<file path="src/pfs_params.svh">
// Purpose: offsets, field positions and reset values for the fault summary byte
// Assumes: command codes are the PMBus command byte values
// Notes: included by the design module only
`ifndef PFS_PARAMS_SVH
`define PFS_PARAMS_SVH
`define PFS_CMD_SUMMARY_BYTE 8'h78
`define PFS_CMD_STATUS_WORD 8'h79
`define PFS_BIT_NOT_CONVERTING 6
`define PFS_BIT_OVERVOLTAGE 5
`define PFS_BIT_OVERCURRENT 4
`define PFS_BIT_UNSUPPORTED_HI 7
`define PFS_BIT_UNSUPPORTED_LO 3
`define PFS_BIT_TEMPERATURE 2
`define PFS_BIT_COMM_MEM_LOGIC 1
`define PFS_BIT_MISC 0
`define PFS_SUMMARY_RESET 8'h40
`endif

</file>
<file path="src/pfs_pkg.sv">
// Purpose: types for the fault summary byte
// Assumes: nothing beyond the params header
// Notes: source status bits travel as one packed struct
package pfs_pkg;
	typedef struct packed {
		logic not_converting;
		logic output_overvoltage_fault;
		logic output_overcurrent_fault;
		logic overcurrent_undervoltage_fault;
		logic temp_overtemp_fault;
		logic temp_overtemp_warning;
		logic cml_any_fault;
		logic output_limit_warning;
		logic bandgap_overtemp_fault;
		logic low_input;
		logic output_undervoltage_fault;
		logic overcurrent_warning;
		logic overvoltage_warning;
		logic undervoltage_warning;
		logic power_input_overvoltage_fault;
		logic first_alert_event;
	} pfs_sources_type;

	typedef enum logic [1:0] {
		PFS_ACC_NONE,
		PFS_ACC_READ,
		PFS_ACC_WRITE
	} pfs_access_type;
endpackage

</file>
<file path="src/pfs_fault_summary.sv">
// Purpose: read-only fault summary byte for the PMBus status system
// Assumes: transaction engine presents a decoded command with one-cycle strobes
// Notes: alert masking lives in the detailed status registers, not here
`timescale 1ns/1ps
`include "pfs_params.svh"
module pfs_fault_summary
(
	input wire logic I_REF_CLK,
	input wire logic I_RESET,
	input wire logic I_IS_SECONDARY,
	input wire pfs_pkg::pfs_sources_type I_SOURCES,
	input wire logic [7:0] I_CMD_CODE,
	input wire logic I_CMD_READ,
	input wire logic I_CMD_WRITE,
	output logic [7:0] O_READ_DATA,
	output logic O_READ_VALID,
	output logic O_CMD_HIT,
	output logic O_INVALID_DATA,
	output logic [7:0] O_SUMMARY_BYTE
);
	logic [7:0] summary_reg;
	logic [7:0] summary_next;
	logic [7:0] read_data_reg;
	logic read_valid_reg;
	logic invalid_reg;
	pfs_pkg::pfs_access_type access;

	function automatic logic is_status_cmd(input logic [7:0] code);
		is_status_cmd = (code == `PFS_CMD_SUMMARY_BYTE) || (code == `PFS_CMD_STATUS_WORD);
	endfunction

	// pure combination of sources; no latch so a cleared source clears the bit next cycle
	always_comb
	begin
		summary_next = 8'h00;
		summary_next[`PFS_BIT_NOT_CONVERTING] = I_SOURCES.not_converting;
		summary_next[`PFS_BIT_OVERVOLTAGE] = I_SOURCES.output_overvoltage_fault;
		summary_next[`PFS_BIT_OVERCURRENT] = I_SOURCES.output_overcurrent_fault
			| I_SOURCES.overcurrent_undervoltage_fault;
		summary_next[`PFS_BIT_TEMPERATURE] = I_SOURCES.temp_overtemp_fault
			| I_SOURCES.temp_overtemp_warning;
		summary_next[`PFS_BIT_COMM_MEM_LOGIC] = I_SOURCES.cml_any_fault;
		summary_next[`PFS_BIT_MISC] = I_SOURCES.output_limit_warning
			| I_SOURCES.bandgap_overtemp_fault | I_SOURCES.low_input
			| I_SOURCES.output_undervoltage_fault | I_SOURCES.overcurrent_warning
			| I_SOURCES.overvoltage_warning | I_SOURCES.undervoltage_warning
			| I_SOURCES.power_input_overvoltage_fault
			| I_SOURCES.first_alert_event;
		summary_next[`PFS_BIT_UNSUPPORTED_HI] = 1'b0;
		summary_next[`PFS_BIT_UNSUPPORTED_LO] = 1'b0;
		if (I_IS_SECONDARY)
		begin
			summary_next = 8'h00;
		end
	end

	// summary tracks sources each clock, one cycle of latency
	always_ff @(posedge I_REF_CLK or posedge I_RESET)
	begin
		if (I_RESET)
		begin
			summary_reg <= `PFS_SUMMARY_RESET;
		end
		else
		begin
			summary_reg <= summary_next;
		end
	end

	always_comb
	begin
		access = pfs_pkg::PFS_ACC_NONE;
		if (is_status_cmd(I_CMD_CODE) && I_CMD_WRITE)
		begin
			access = pfs_pkg::PFS_ACC_WRITE;
		end
		else if ((I_CMD_CODE == `PFS_CMD_SUMMARY_BYTE) && I_CMD_READ)
		begin
			access = pfs_pkg::PFS_ACC_READ;
		end
	end

	// read returns the same register the status word low byte uses
	always_ff @(posedge I_REF_CLK or posedge I_RESET)
	begin
		if (I_RESET)
		begin
			read_data_reg <= 8'h00;
			read_valid_reg <= 1'b0;
		end
		else
		begin
			read_valid_reg <= 1'b0;
			case (access)
				pfs_pkg::PFS_ACC_READ:
				begin
					read_data_reg <= summary_reg;
					read_valid_reg <= 1'b1;
				end
				default:
				begin
					read_data_reg <= read_data_reg;
				end
			endcase
		end
	end

	// write data is dropped; pulse tells the engine to nack and set its invalid-data flag
	always_ff @(posedge I_REF_CLK or posedge I_RESET)
	begin
		if (I_RESET)
		begin
			invalid_reg <= 1'b0;
		end
		else
		begin
			invalid_reg <= (access == pfs_pkg::PFS_ACC_WRITE);
		end
	end

	assign O_READ_DATA = read_data_reg;
	assign O_READ_VALID = read_valid_reg;
	assign O_CMD_HIT = is_status_cmd(I_CMD_CODE) && (I_CMD_READ || I_CMD_WRITE);
	assign O_INVALID_DATA = invalid_reg;
	assign O_SUMMARY_BYTE = summary_reg;

	a_reserved_bits_zero: assert property (@(posedge I_REF_CLK) disable iff (I_RESET)
		!summary_reg[`PFS_BIT_UNSUPPORTED_HI] && !summary_reg[`PFS_BIT_UNSUPPORTED_LO])
		else $error("unsupported summary bit set");
	a_secondary_zero: assert property (@(posedge I_REF_CLK) disable iff (I_RESET)
		I_IS_SECONDARY |=> (summary_reg == 8'h00))
		else $error("secondary summary not zero");
	a_off_follows: assert property (@(posedge I_REF_CLK) disable iff (I_RESET)
		!I_IS_SECONDARY |=> summary_reg[`PFS_BIT_NOT_CONVERTING]
		== $past(I_SOURCES.not_converting))
		else $error("not converting bit wrong");
	a_ovf_mirror: assert property (@(posedge I_REF_CLK) disable iff (I_RESET)
		!I_IS_SECONDARY |=> summary_reg[`PFS_BIT_OVERVOLTAGE]
		== $past(I_SOURCES.output_overvoltage_fault))
		else $error("overvoltage mirror wrong");
	a_ocf_or: assert property (@(posedge I_REF_CLK) disable iff (I_RESET)
		(!I_IS_SECONDARY && I_SOURCES.overcurrent_undervoltage_fault)
		|=> summary_reg[`PFS_BIT_OVERCURRENT])
		else $error("overcurrent bit missed");
	a_temp_or: assert property (@(posedge I_REF_CLK) disable iff (I_RESET)
		(!I_IS_SECONDARY && I_SOURCES.temp_overtemp_warning)
		|=> summary_reg[`PFS_BIT_TEMPERATURE])
		else $error("temperature bit missed");
	a_cml_clear: assert property (@(posedge I_REF_CLK) disable iff (I_RESET)
		!I_SOURCES.cml_any_fault |=> !summary_reg[`PFS_BIT_COMM_MEM_LOGIC])
		else $error("cml bit did not clear");
	a_misc_or: assert property (@(posedge I_REF_CLK) disable iff (I_RESET)
		(!I_IS_SECONDARY && I_SOURCES.first_alert_event)
		|=> summary_reg[`PFS_BIT_MISC])
		else $error("misc bit missed");
	a_read_value: assert property (@(posedge I_REF_CLK) disable iff (I_RESET)
		(access == pfs_pkg::PFS_ACC_READ) |=> O_READ_VALID && (O_READ_DATA == $past(summary_reg)))
		else $error("read data wrong");
	a_write_flagged: assert property (@(posedge I_REF_CLK) disable iff (I_RESET)
		(I_CMD_WRITE && is_status_cmd(I_CMD_CODE)) |=> O_INVALID_DATA && !O_READ_VALID)
		else $error("write not rejected");

	// each misc source gets its own check so a dropped term in the wide OR shows up
	a_ovf_clear: assert property (@(posedge I_REF_CLK) disable iff (I_RESET)
		!I_SOURCES.output_overvoltage_fault
		|=> !summary_reg[`PFS_BIT_OVERVOLTAGE])
		else $error("overvoltage bit did not clear");

	a_ocf_fault_or: assert property (@(posedge I_REF_CLK) disable iff (I_RESET)
		(!I_IS_SECONDARY && I_SOURCES.output_overcurrent_fault)
		|=> summary_reg[`PFS_BIT_OVERCURRENT])
		else $error("overcurrent fault missed");

	a_ocf_clear: assert property (@(posedge I_REF_CLK) disable iff (I_RESET)
		(!I_SOURCES.output_overcurrent_fault && !I_SOURCES.overcurrent_undervoltage_fault)
		|=> !summary_reg[`PFS_BIT_OVERCURRENT])
		else $error("overcurrent bit did not clear");

	a_temp_fault_or: assert property (@(posedge I_REF_CLK) disable iff (I_RESET)
		(!I_IS_SECONDARY && I_SOURCES.temp_overtemp_fault)
		|=> summary_reg[`PFS_BIT_TEMPERATURE])
		else $error("temperature fault missed");

	a_temp_clear: assert property (@(posedge I_REF_CLK) disable iff (I_RESET)
		(!I_SOURCES.temp_overtemp_fault && !I_SOURCES.temp_overtemp_warning)
		|=> !summary_reg[`PFS_BIT_TEMPERATURE])
		else $error("temperature bit did not clear");

	a_cml_set: assert property (@(posedge I_REF_CLK) disable iff (I_RESET)
		(!I_IS_SECONDARY && I_SOURCES.cml_any_fault)
		|=> summary_reg[`PFS_BIT_COMM_MEM_LOGIC])
		else $error("cml bit missed");

	a_misc_limit: assert property (@(posedge I_REF_CLK) disable iff (I_RESET)
		(!I_IS_SECONDARY && I_SOURCES.output_limit_warning)
		|=> summary_reg[`PFS_BIT_MISC])
		else $error("misc limit warning missed");

	a_misc_bandgap: assert property (@(posedge I_REF_CLK) disable iff (I_RESET)
		(!I_IS_SECONDARY && I_SOURCES.bandgap_overtemp_fault)
		|=> summary_reg[`PFS_BIT_MISC])
		else $error("misc bandgap fault missed");

	a_misc_low_input: assert property (@(posedge I_REF_CLK) disable iff (I_RESET)
		(!I_IS_SECONDARY && I_SOURCES.low_input)
		|=> summary_reg[`PFS_BIT_MISC])
		else $error("misc low input missed");

	a_misc_undervolt: assert property (@(posedge I_REF_CLK) disable iff (I_RESET)
		(!I_IS_SECONDARY && I_SOURCES.output_undervoltage_fault)
		|=> summary_reg[`PFS_BIT_MISC])
		else $error("misc undervoltage fault missed");

	a_misc_oc_warn: assert property (@(posedge I_REF_CLK) disable iff (I_RESET)
		(!I_IS_SECONDARY && I_SOURCES.overcurrent_warning)
		|=> summary_reg[`PFS_BIT_MISC])
		else $error("misc overcurrent warning missed");

	a_misc_ov_warn: assert property (@(posedge I_REF_CLK) disable iff (I_RESET)
		(!I_IS_SECONDARY && I_SOURCES.overvoltage_warning)
		|=> summary_reg[`PFS_BIT_MISC])
		else $error("misc overvoltage warning missed");

	a_misc_uv_warn: assert property (@(posedge I_REF_CLK) disable iff (I_RESET)
		(!I_IS_SECONDARY && I_SOURCES.undervoltage_warning)
		|=> summary_reg[`PFS_BIT_MISC])
		else $error("misc undervoltage warning missed");

	a_misc_pvin: assert property (@(posedge I_REF_CLK) disable iff (I_RESET)
		(!I_IS_SECONDARY && I_SOURCES.power_input_overvoltage_fault)
		|=> summary_reg[`PFS_BIT_MISC])
		else $error("misc input overvoltage missed");

	a_misc_clear: assert property (@(posedge I_REF_CLK) disable iff (I_RESET)
		(I_SOURCES[8:0] == 9'h000)
		|=> !summary_reg[`PFS_BIT_MISC])
		else $error("misc bit did not clear");

	a_read_holds: assert property (@(posedge I_REF_CLK) disable iff (I_RESET)
		(access != pfs_pkg::PFS_ACC_READ)
		|=> $stable(O_READ_DATA))
		else $error("read data moved without a read");

	a_read_silent: assert property (@(posedge I_REF_CLK) disable iff (I_RESET)
		(access != pfs_pkg::PFS_ACC_READ)
		|=> !O_READ_VALID)
		else $error("read valid without a read");

	a_invalid_only: assert property (@(posedge I_REF_CLK) disable iff (I_RESET)
		(access != pfs_pkg::PFS_ACC_WRITE)
		|=> !O_INVALID_DATA)
		else $error("invalid data without a write");

	a_word_read_silent: assert property (@(posedge I_REF_CLK) disable iff (I_RESET)
		(I_CMD_READ && !I_CMD_WRITE && (I_CMD_CODE == `PFS_CMD_STATUS_WORD))
		|=> !O_READ_VALID)
		else $error("word read answered here");

	a_read_reserved: assert property (@(posedge I_REF_CLK) disable iff (I_RESET)
		O_READ_VALID
		|-> !O_READ_DATA[`PFS_BIT_UNSUPPORTED_HI] && !O_READ_DATA[`PFS_BIT_UNSUPPORTED_LO])
		else $error("unsupported bit read as one");

	a_secondary_read: assert property (@(posedge I_REF_CLK) disable iff (I_RESET)
		I_IS_SECONDARY ##1 (access == pfs_pkg::PFS_ACC_READ)
		|=> (O_READ_DATA == 8'h00))
		else $error("secondary read not zero");

	a_hit_word_write: assert property (@(posedge I_REF_CLK) disable iff (I_RESET)
		(I_CMD_WRITE && (I_CMD_CODE == `PFS_CMD_STATUS_WORD))
		|-> O_CMD_HIT)
		else $error("word write not claimed");

	a_hit_byte_read: assert property (@(posedge I_REF_CLK) disable iff (I_RESET)
		(I_CMD_READ && (I_CMD_CODE == `PFS_CMD_SUMMARY_BYTE))
		|-> O_CMD_HIT)
		else $error("byte read not claimed");

	a_hit_idle: assert property (@(posedge I_REF_CLK) disable iff (I_RESET)
		(!I_CMD_READ && !I_CMD_WRITE)
		|-> !O_CMD_HIT)
		else $error("command claimed without strobe");

	c_read: cover property (@(posedge I_REF_CLK) disable iff (I_RESET) O_READ_VALID);
	c_write_byte: cover property (@(posedge I_REF_CLK) disable iff (I_RESET)
		I_CMD_WRITE && (I_CMD_CODE == `PFS_CMD_SUMMARY_BYTE));
	c_write_word: cover property (@(posedge I_REF_CLK) disable iff (I_RESET)
		I_CMD_WRITE && (I_CMD_CODE == `PFS_CMD_STATUS_WORD));
	c_secondary: cover property (@(posedge I_REF_CLK) disable iff (I_RESET)
		I_IS_SECONDARY && I_SOURCES.output_overvoltage_fault);
	c_misc_only: cover property (@(posedge I_REF_CLK) disable iff (I_RESET)
		summary_reg == 8'h01);
endmodule

</file>
<file path="config.mk">
export PLATFORM = sky130hd
export DESIGN_NAME = pfs_fault_summary
export DESIGN_NICKNAME = d
export VERILOG_FILES = /design/src/pfs_pkg.sv /design/src/pfs_fault_summary.sv
export VERILOG_INCLUDE_DIRS = /design/src
export SDC_FILE = /design/constraint.sdc
export NUM_CORES = 1
export LEC_CHECK = 0
export BUFFER_PORTS_ARGS = -buffer_cell sky130_fd_sc_hd__buf_2
export CELL_PAD_IN_SITES_DETAIL_PLACEMENT = 1
export CELL_PAD_IN_SITES_GLOBAL_PLACEMENT = 1
export CORE_MARGIN = 4
export CORE_UTILIZATION = 26
export CTS_CLUSTER_SIZE = 25
export DETAILED_ROUTE_END_ITERATION = 7
export PLACE_DENSITY = 0.75
export SLEW_MARGIN = 0
export SYNTH_ARGS = -nofsm -noshare
export SYNTH_HDL_FRONTEND = slang
export SYNTH_SLANG_ARGS = --single-unit
</file>
<file path="constraint.sdc">
create_clock -name I_REF_CLK -period 1.2 [get_ports I_REF_CLK]
set_clock_uncertainty 0.2 [all_clocks]
set_input_delay 0.24 -clock I_REF_CLK [delete_from_list [all_inputs] [get_ports I_REF_CLK]]
set_output_delay 0.24 -clock I_REF_CLK [all_outputs]
set_load 0.02 [all_outputs]
</file>
# Yosys cells after proc, flatten, opt, wreduce, memory -nomap -nowiden
# Cells that the tools add are included.
[word_totals]
ff_bits = 18
out_inout_bits = 19
word_cells = 27
[op_classes]
eq_ne = 4
n_mux = 4
bitwise = 10
reduce_logical = 5
[op_table]
columns = ["op", "count"]
rows = [
  ["== test 8 x 7 -> 1 bit (second input constant)", 2],
  ["bitwise OR 1 bit", 10],
  ["2-to-1 mux 7 bit", 1],
  ["logical AND 1 bit", 3],
  ["== test 2 x 1 -> 1 bit (second input constant)", 1],
  ["== test 2 bit (second input constant)", 1],
  ["logical OR 1 bit", 2],
  ["2-to-1 mux 1 bit", 2],
  ["2-to-1 mux 2 bit", 1],
]

# Longest topological paths before layout
[logic_depth]
depth_word = 9
mapped_depth = 3
mapped_depth_nobuf = 3

# Least setup slack after synthesis
# OpenSTA, ideal clock, no wires.
[synth_timing]
path_type = "input to register"
start = "in I_CMD_CODE[2]"
end = "reg read_data_reg[0], in the netlist O_READ_DATA[0]"
setup_ns = 0.125
arrival_time_ns = 0.966
setup_slack_ns = -0.091
stages = 3
path_buffers = 0
cell_sequence = "and4b_2 > nand4_4 > mux2_2"
[synth_via]
elab_chain_len = 5
elab_cells_between_ends = 8
classes_between = "3 x eq/ne; 2 x mux; 3 x reduce/logical"
[synth_rtl]
columns = ["item", "line_no", "source"]
rows = [
  ["from (decl)", "pfs_fault_summary.sv:12", "input wire logic [7:0] I_CMD_CODE,"],
  ["== test 8 x 7 -> 1 bit (no source line)", "n/a", ""],
  ["logical AND 1 bit / logical OR 1 bit (equally long branches)", "pfs_fault_summary.sv:77, pfs_fault_summary.sv:29", ""],
  ["2-to-1 mux 1 bit / logical AND 1 bit (equally long branches)", "pfs_fault_summary.sv:77, pfs_fault_summary.sv:73", ""],
  ["2-to-1 mux 2 bit *", "pfs_fault_summary.sv:73", "if (is_status_cmd(I_CMD_CODE) && I_CMD_WRITE)"],
  ["== test 2 x 1 -> 1 bit *", "pfs_fault_summary.sv:94", "case (access)"],
  ["to (signal assigned)", "pfs_fault_summary.sv:97", "read_data_reg <= summary_reg;"],
  ["to (signal assigned)", "pfs_fault_summary.sv:102", "read_data_reg <= read_data_reg;"],
  ["to (decl)", "pfs_fault_summary.sv:23", "logic [7:0] read_data_reg;"],
]
# Mark *: on every way between the ends. The rest lies on a longest branch, timed or not.
# A chain may end at the register's enable or synchronous reset.

# Worst setup path after layout
[layout_timing]
start = "reg summary_reg[6], in the netlist O_SUMMARY_BYTE[6]"
end = "out O_SUMMARY_BYTE[6]"
[layout_rtl]
columns = ["item", "line_no", "source"]
rows = [
  ["from (decl)", "pfs_fault_summary.sv:21", "logic [7:0] summary_reg;"],
  ["from (signal assigned)", "pfs_fault_summary.sv:62", "summary_reg <= `PFS_SUMMARY_RESET;"],
  ["from (signal assigned)", "pfs_fault_summary.sv:66", "summary_reg <= summary_next;"],
  ["to (decl)", "pfs_fault_summary.sv:19", "output logic [7:0] O_SUMMARY_BYTE"],
]
# No word-level cell between the ends.

==> summary.md <==
| Metric | Value |
|---|---|
| DIE HEIGHT | 55.6 um |
| Syn Std Cell Area | 588 um2 |
| Final #Nets | 140 |
| Die W | between 50 and 60 um |
| Global-route wire length before repair | about 3200 um |
| # setup viols final | 19 |
| Post-synth cell types | 16 |
| Drc violations | 0 |
| Clk pwr share | 0.327 |
| Worst R2R Setup Slack | -10 ps |
| Max clock buf depth | 2 |
| Routed via count | approximately 580 |
| Crit share post-route | 1.15 |
| RSZ-0062 raised after global routing | yes |
| Clock sink total | 14 |
| Root Buffer Master | clkbuf_4 |
| Req. time, crit path | roughly 760 ps |
| Static Leakage | 0.632 nW |
| Fillers | 226 |
| Gr usage total | 0.135 |
| Setup slack after layout | -182 ps |
| Critical path capture point type | output pin |
| Vias in the first global route | 685 |
| Sw Pwr | roughly 0.25 mW |
| Crit-path cells | buf_6 |
| Combinational fraction of design power | 0.193 |
| Ys flop type | dfrtp_1 |
| Crit path max-delay cell type | dfstp_2 |
| Post-synth EDFFs | 0 |
| Sw frac | 0.243 |
| PD cells | ~900 mW/mm2 |
| Syn_area_per_cell | about 13 um2 |
| Gr ovfl total | 0 |
| Post-layout min period | 1380 ps |
| DP HPWL | around 1300 um |
| Violated checks | setup timing |
| Place WS | -261 ps |
| Most frequent cells in the layout | buf_2, buf_6, dfrtp_1 |
| Clock Pin Slew Worst Setup and Hold Paths | roughly 90 ps |
| Slew Limit Fails | 0 |
| Placed instance area | 826 um2 |
| DR vias/cell | 4.24 |
| HP Class | input port to flop |
| Post-route ant nets | 0 |
| Initial antenna violation count | 0 |
| # rows | 16 |
| DR WL/cell | 14.4 um |
| Startpoint Class | flop |
| Area Growth Syn to Fin | 97.0% |
| WP buf/inv | 1 |
| DRT iter0 DRCs | 3 |
| Setup TNS Final | -1140 ps |
| Critical path arrival | 940 ps |
| Core Area | 0.00206 mm2 |
| Fin area | 0.00116 mm2 |
| Share of layout cells above drive strength 1 | 0.636 |
| Input/output buffers | 43 |
| Final hold vios | 0 |
| Yosys top cell by area | dfrtp_1 |
| Die area | 0.00309 mm2 |
| Yosys warning count | 0 |
| Max incr delay on CP | 550 ps |
| Max_cap viols | 0 |
| Setup CP Type | flop to output pin |
| Most common cell after layout, fill and taps aside | buf_2 |
| CTS tree | built |
| Synth area leaders | dfrtp_1, mux2_2, buf_4, dfstp_2, nor2_1 |
| Pin count of the biggest net entering global routing | 15 |
| Ys async rst share | 1.00 |
| Fmax | 0.724 GHz |
| Inserted Clock Buffers | 3 |
| Top cell type's share of synthesized area | 0.553 |
| CP Max Fanout | 2 |
| Htree depth | 1 |
| Clock latency on the worst-skew pair | 280 ps |
| Internal power | 0.788 mW |
| Worst vdd ir | 0.351 mV |
| Final Wtd Congestion | approximately 0.74 |
| IO Pins | 48 |
| Seq cells post-synth | 14 |
| Total wire length | 1970 um |
| Status | complete, but fails checks |
| Worst path top cell family by delay | flip-flops |
| Mapped Cells | 44 |
| Initial Util | 0.285 |
| Seq pwr share | 0.480 |
| Drt first pass iters | 2 |
| ANT cells | 0 |
| Register area share after synthesis | 0.598 |
power groups by stage:
stage	logic [mW]	registers (mW)	clock network, mW
finish	0.201	0.500	0.341
global route	0.220	0.502	0.368
CTS	0.186	0.499	0.351
detailed placement	0.136	0.505	0
global placement	0.130	0.504	0
floorplan	0.0498	0.523	0
path summary, 6_finish.rpt:
| check | from | to | depth (start not counted) |
|---|---|---|---|
| hold reg to reg | O_SUMMARY_BYTE[0] | O_READ_DATA[0] | 1 |
| hold / removal | I_SOURCES[4] | O_SUMMARY_BYTE[0] | 3 |
| setup / recovery | O_SUMMARY_BYTE[6] | O_SUMMARY_BYTE[6] | 1 |
| min in group asynchronous | I_RESET | O_READ_DATA[5] | 3 |
| setup reg to reg | O_READ_DATA[1] | O_READ_DATA[1] | 3 |
| max in group asynchronous | I_RESET | O_SUMMARY_BYTE[6] | 3 |
flip-flops by register name (all words and copies together), names as in the netlist:
name,flops
O_INVALID_DATA,1
O_READ_DATA,6
O_SUMMARY_BYTE,6
O_READ_VALID,1
timing repair:
action,in CTS,in global routing
setup endpoints to repair,15,35
hold buffers,9,0
pin swaps,1,2
resized for setup,31,8
cloned,0,0
buffers inserted,5,6
hold endpoints to repair,19,0
stage by stage:
step	instances	hold WS, ps	util	power [mW]
2_1_floorplan	47	-71.5	-	0.573
3_3_place_gp	114	85.8	0.400	0.634
3_5_place_dp	114	96.3	0.400	0.640
4_1_cts	132	13.8	0.529	1.04
5_1_grt	137	50.0	0.562	1.09
6_report	137	18.2	0.562	1.04
cells in the mapped netlist (2+ instances only):
library cell,n
inv_1,2
dfrtp_1,13
buf_4,4
nor2_1,6
mux2_2,6
nor2b_1,3
metal layers:
| layer | wire length, um | vias to the layer above | share of wire | GRT usage |
|---|---|---|---|---|
| li1 | - | 274 | - | - |
| met1 | 705 | 269 | 0.36 | 0.142 |
| met2 | 1080 | 34 | 0.55 | 0.226 |
| met3 | 165 | 4 | 0.084 | 0.0466 |
| met4 | 25 | 0 | 0.013 | 0.0868 |
| met5 | 0 | - | 0 | 0 |
kinds of logic (layout without fill, tap and decap cells):
kind of cell,after synthesis,in the layout,synth area share
AND/OR/NAND/NOR,15,15,0.189
flip-flops,14,14,0.598
multiplexers,6,6,0.115
buffers and inverters,6,69,0.0638
AO/OA/AOI/OAI,2,2,0.0277
other,1,4,0.00638
area by class of cell:
type	count	area, um2	area share
Clock buffer	4	36.3	0.0313
Inverter	2	11.3	0.00972
Multi-Input combinational cell	27	214	0.185
Sequential cell	14	352	0.303
Tap cell	27	33.8	0.0292
Timing Repair Buffer	63	512	0.442
No activity file was read; power rests on OpenSTA's default activity.
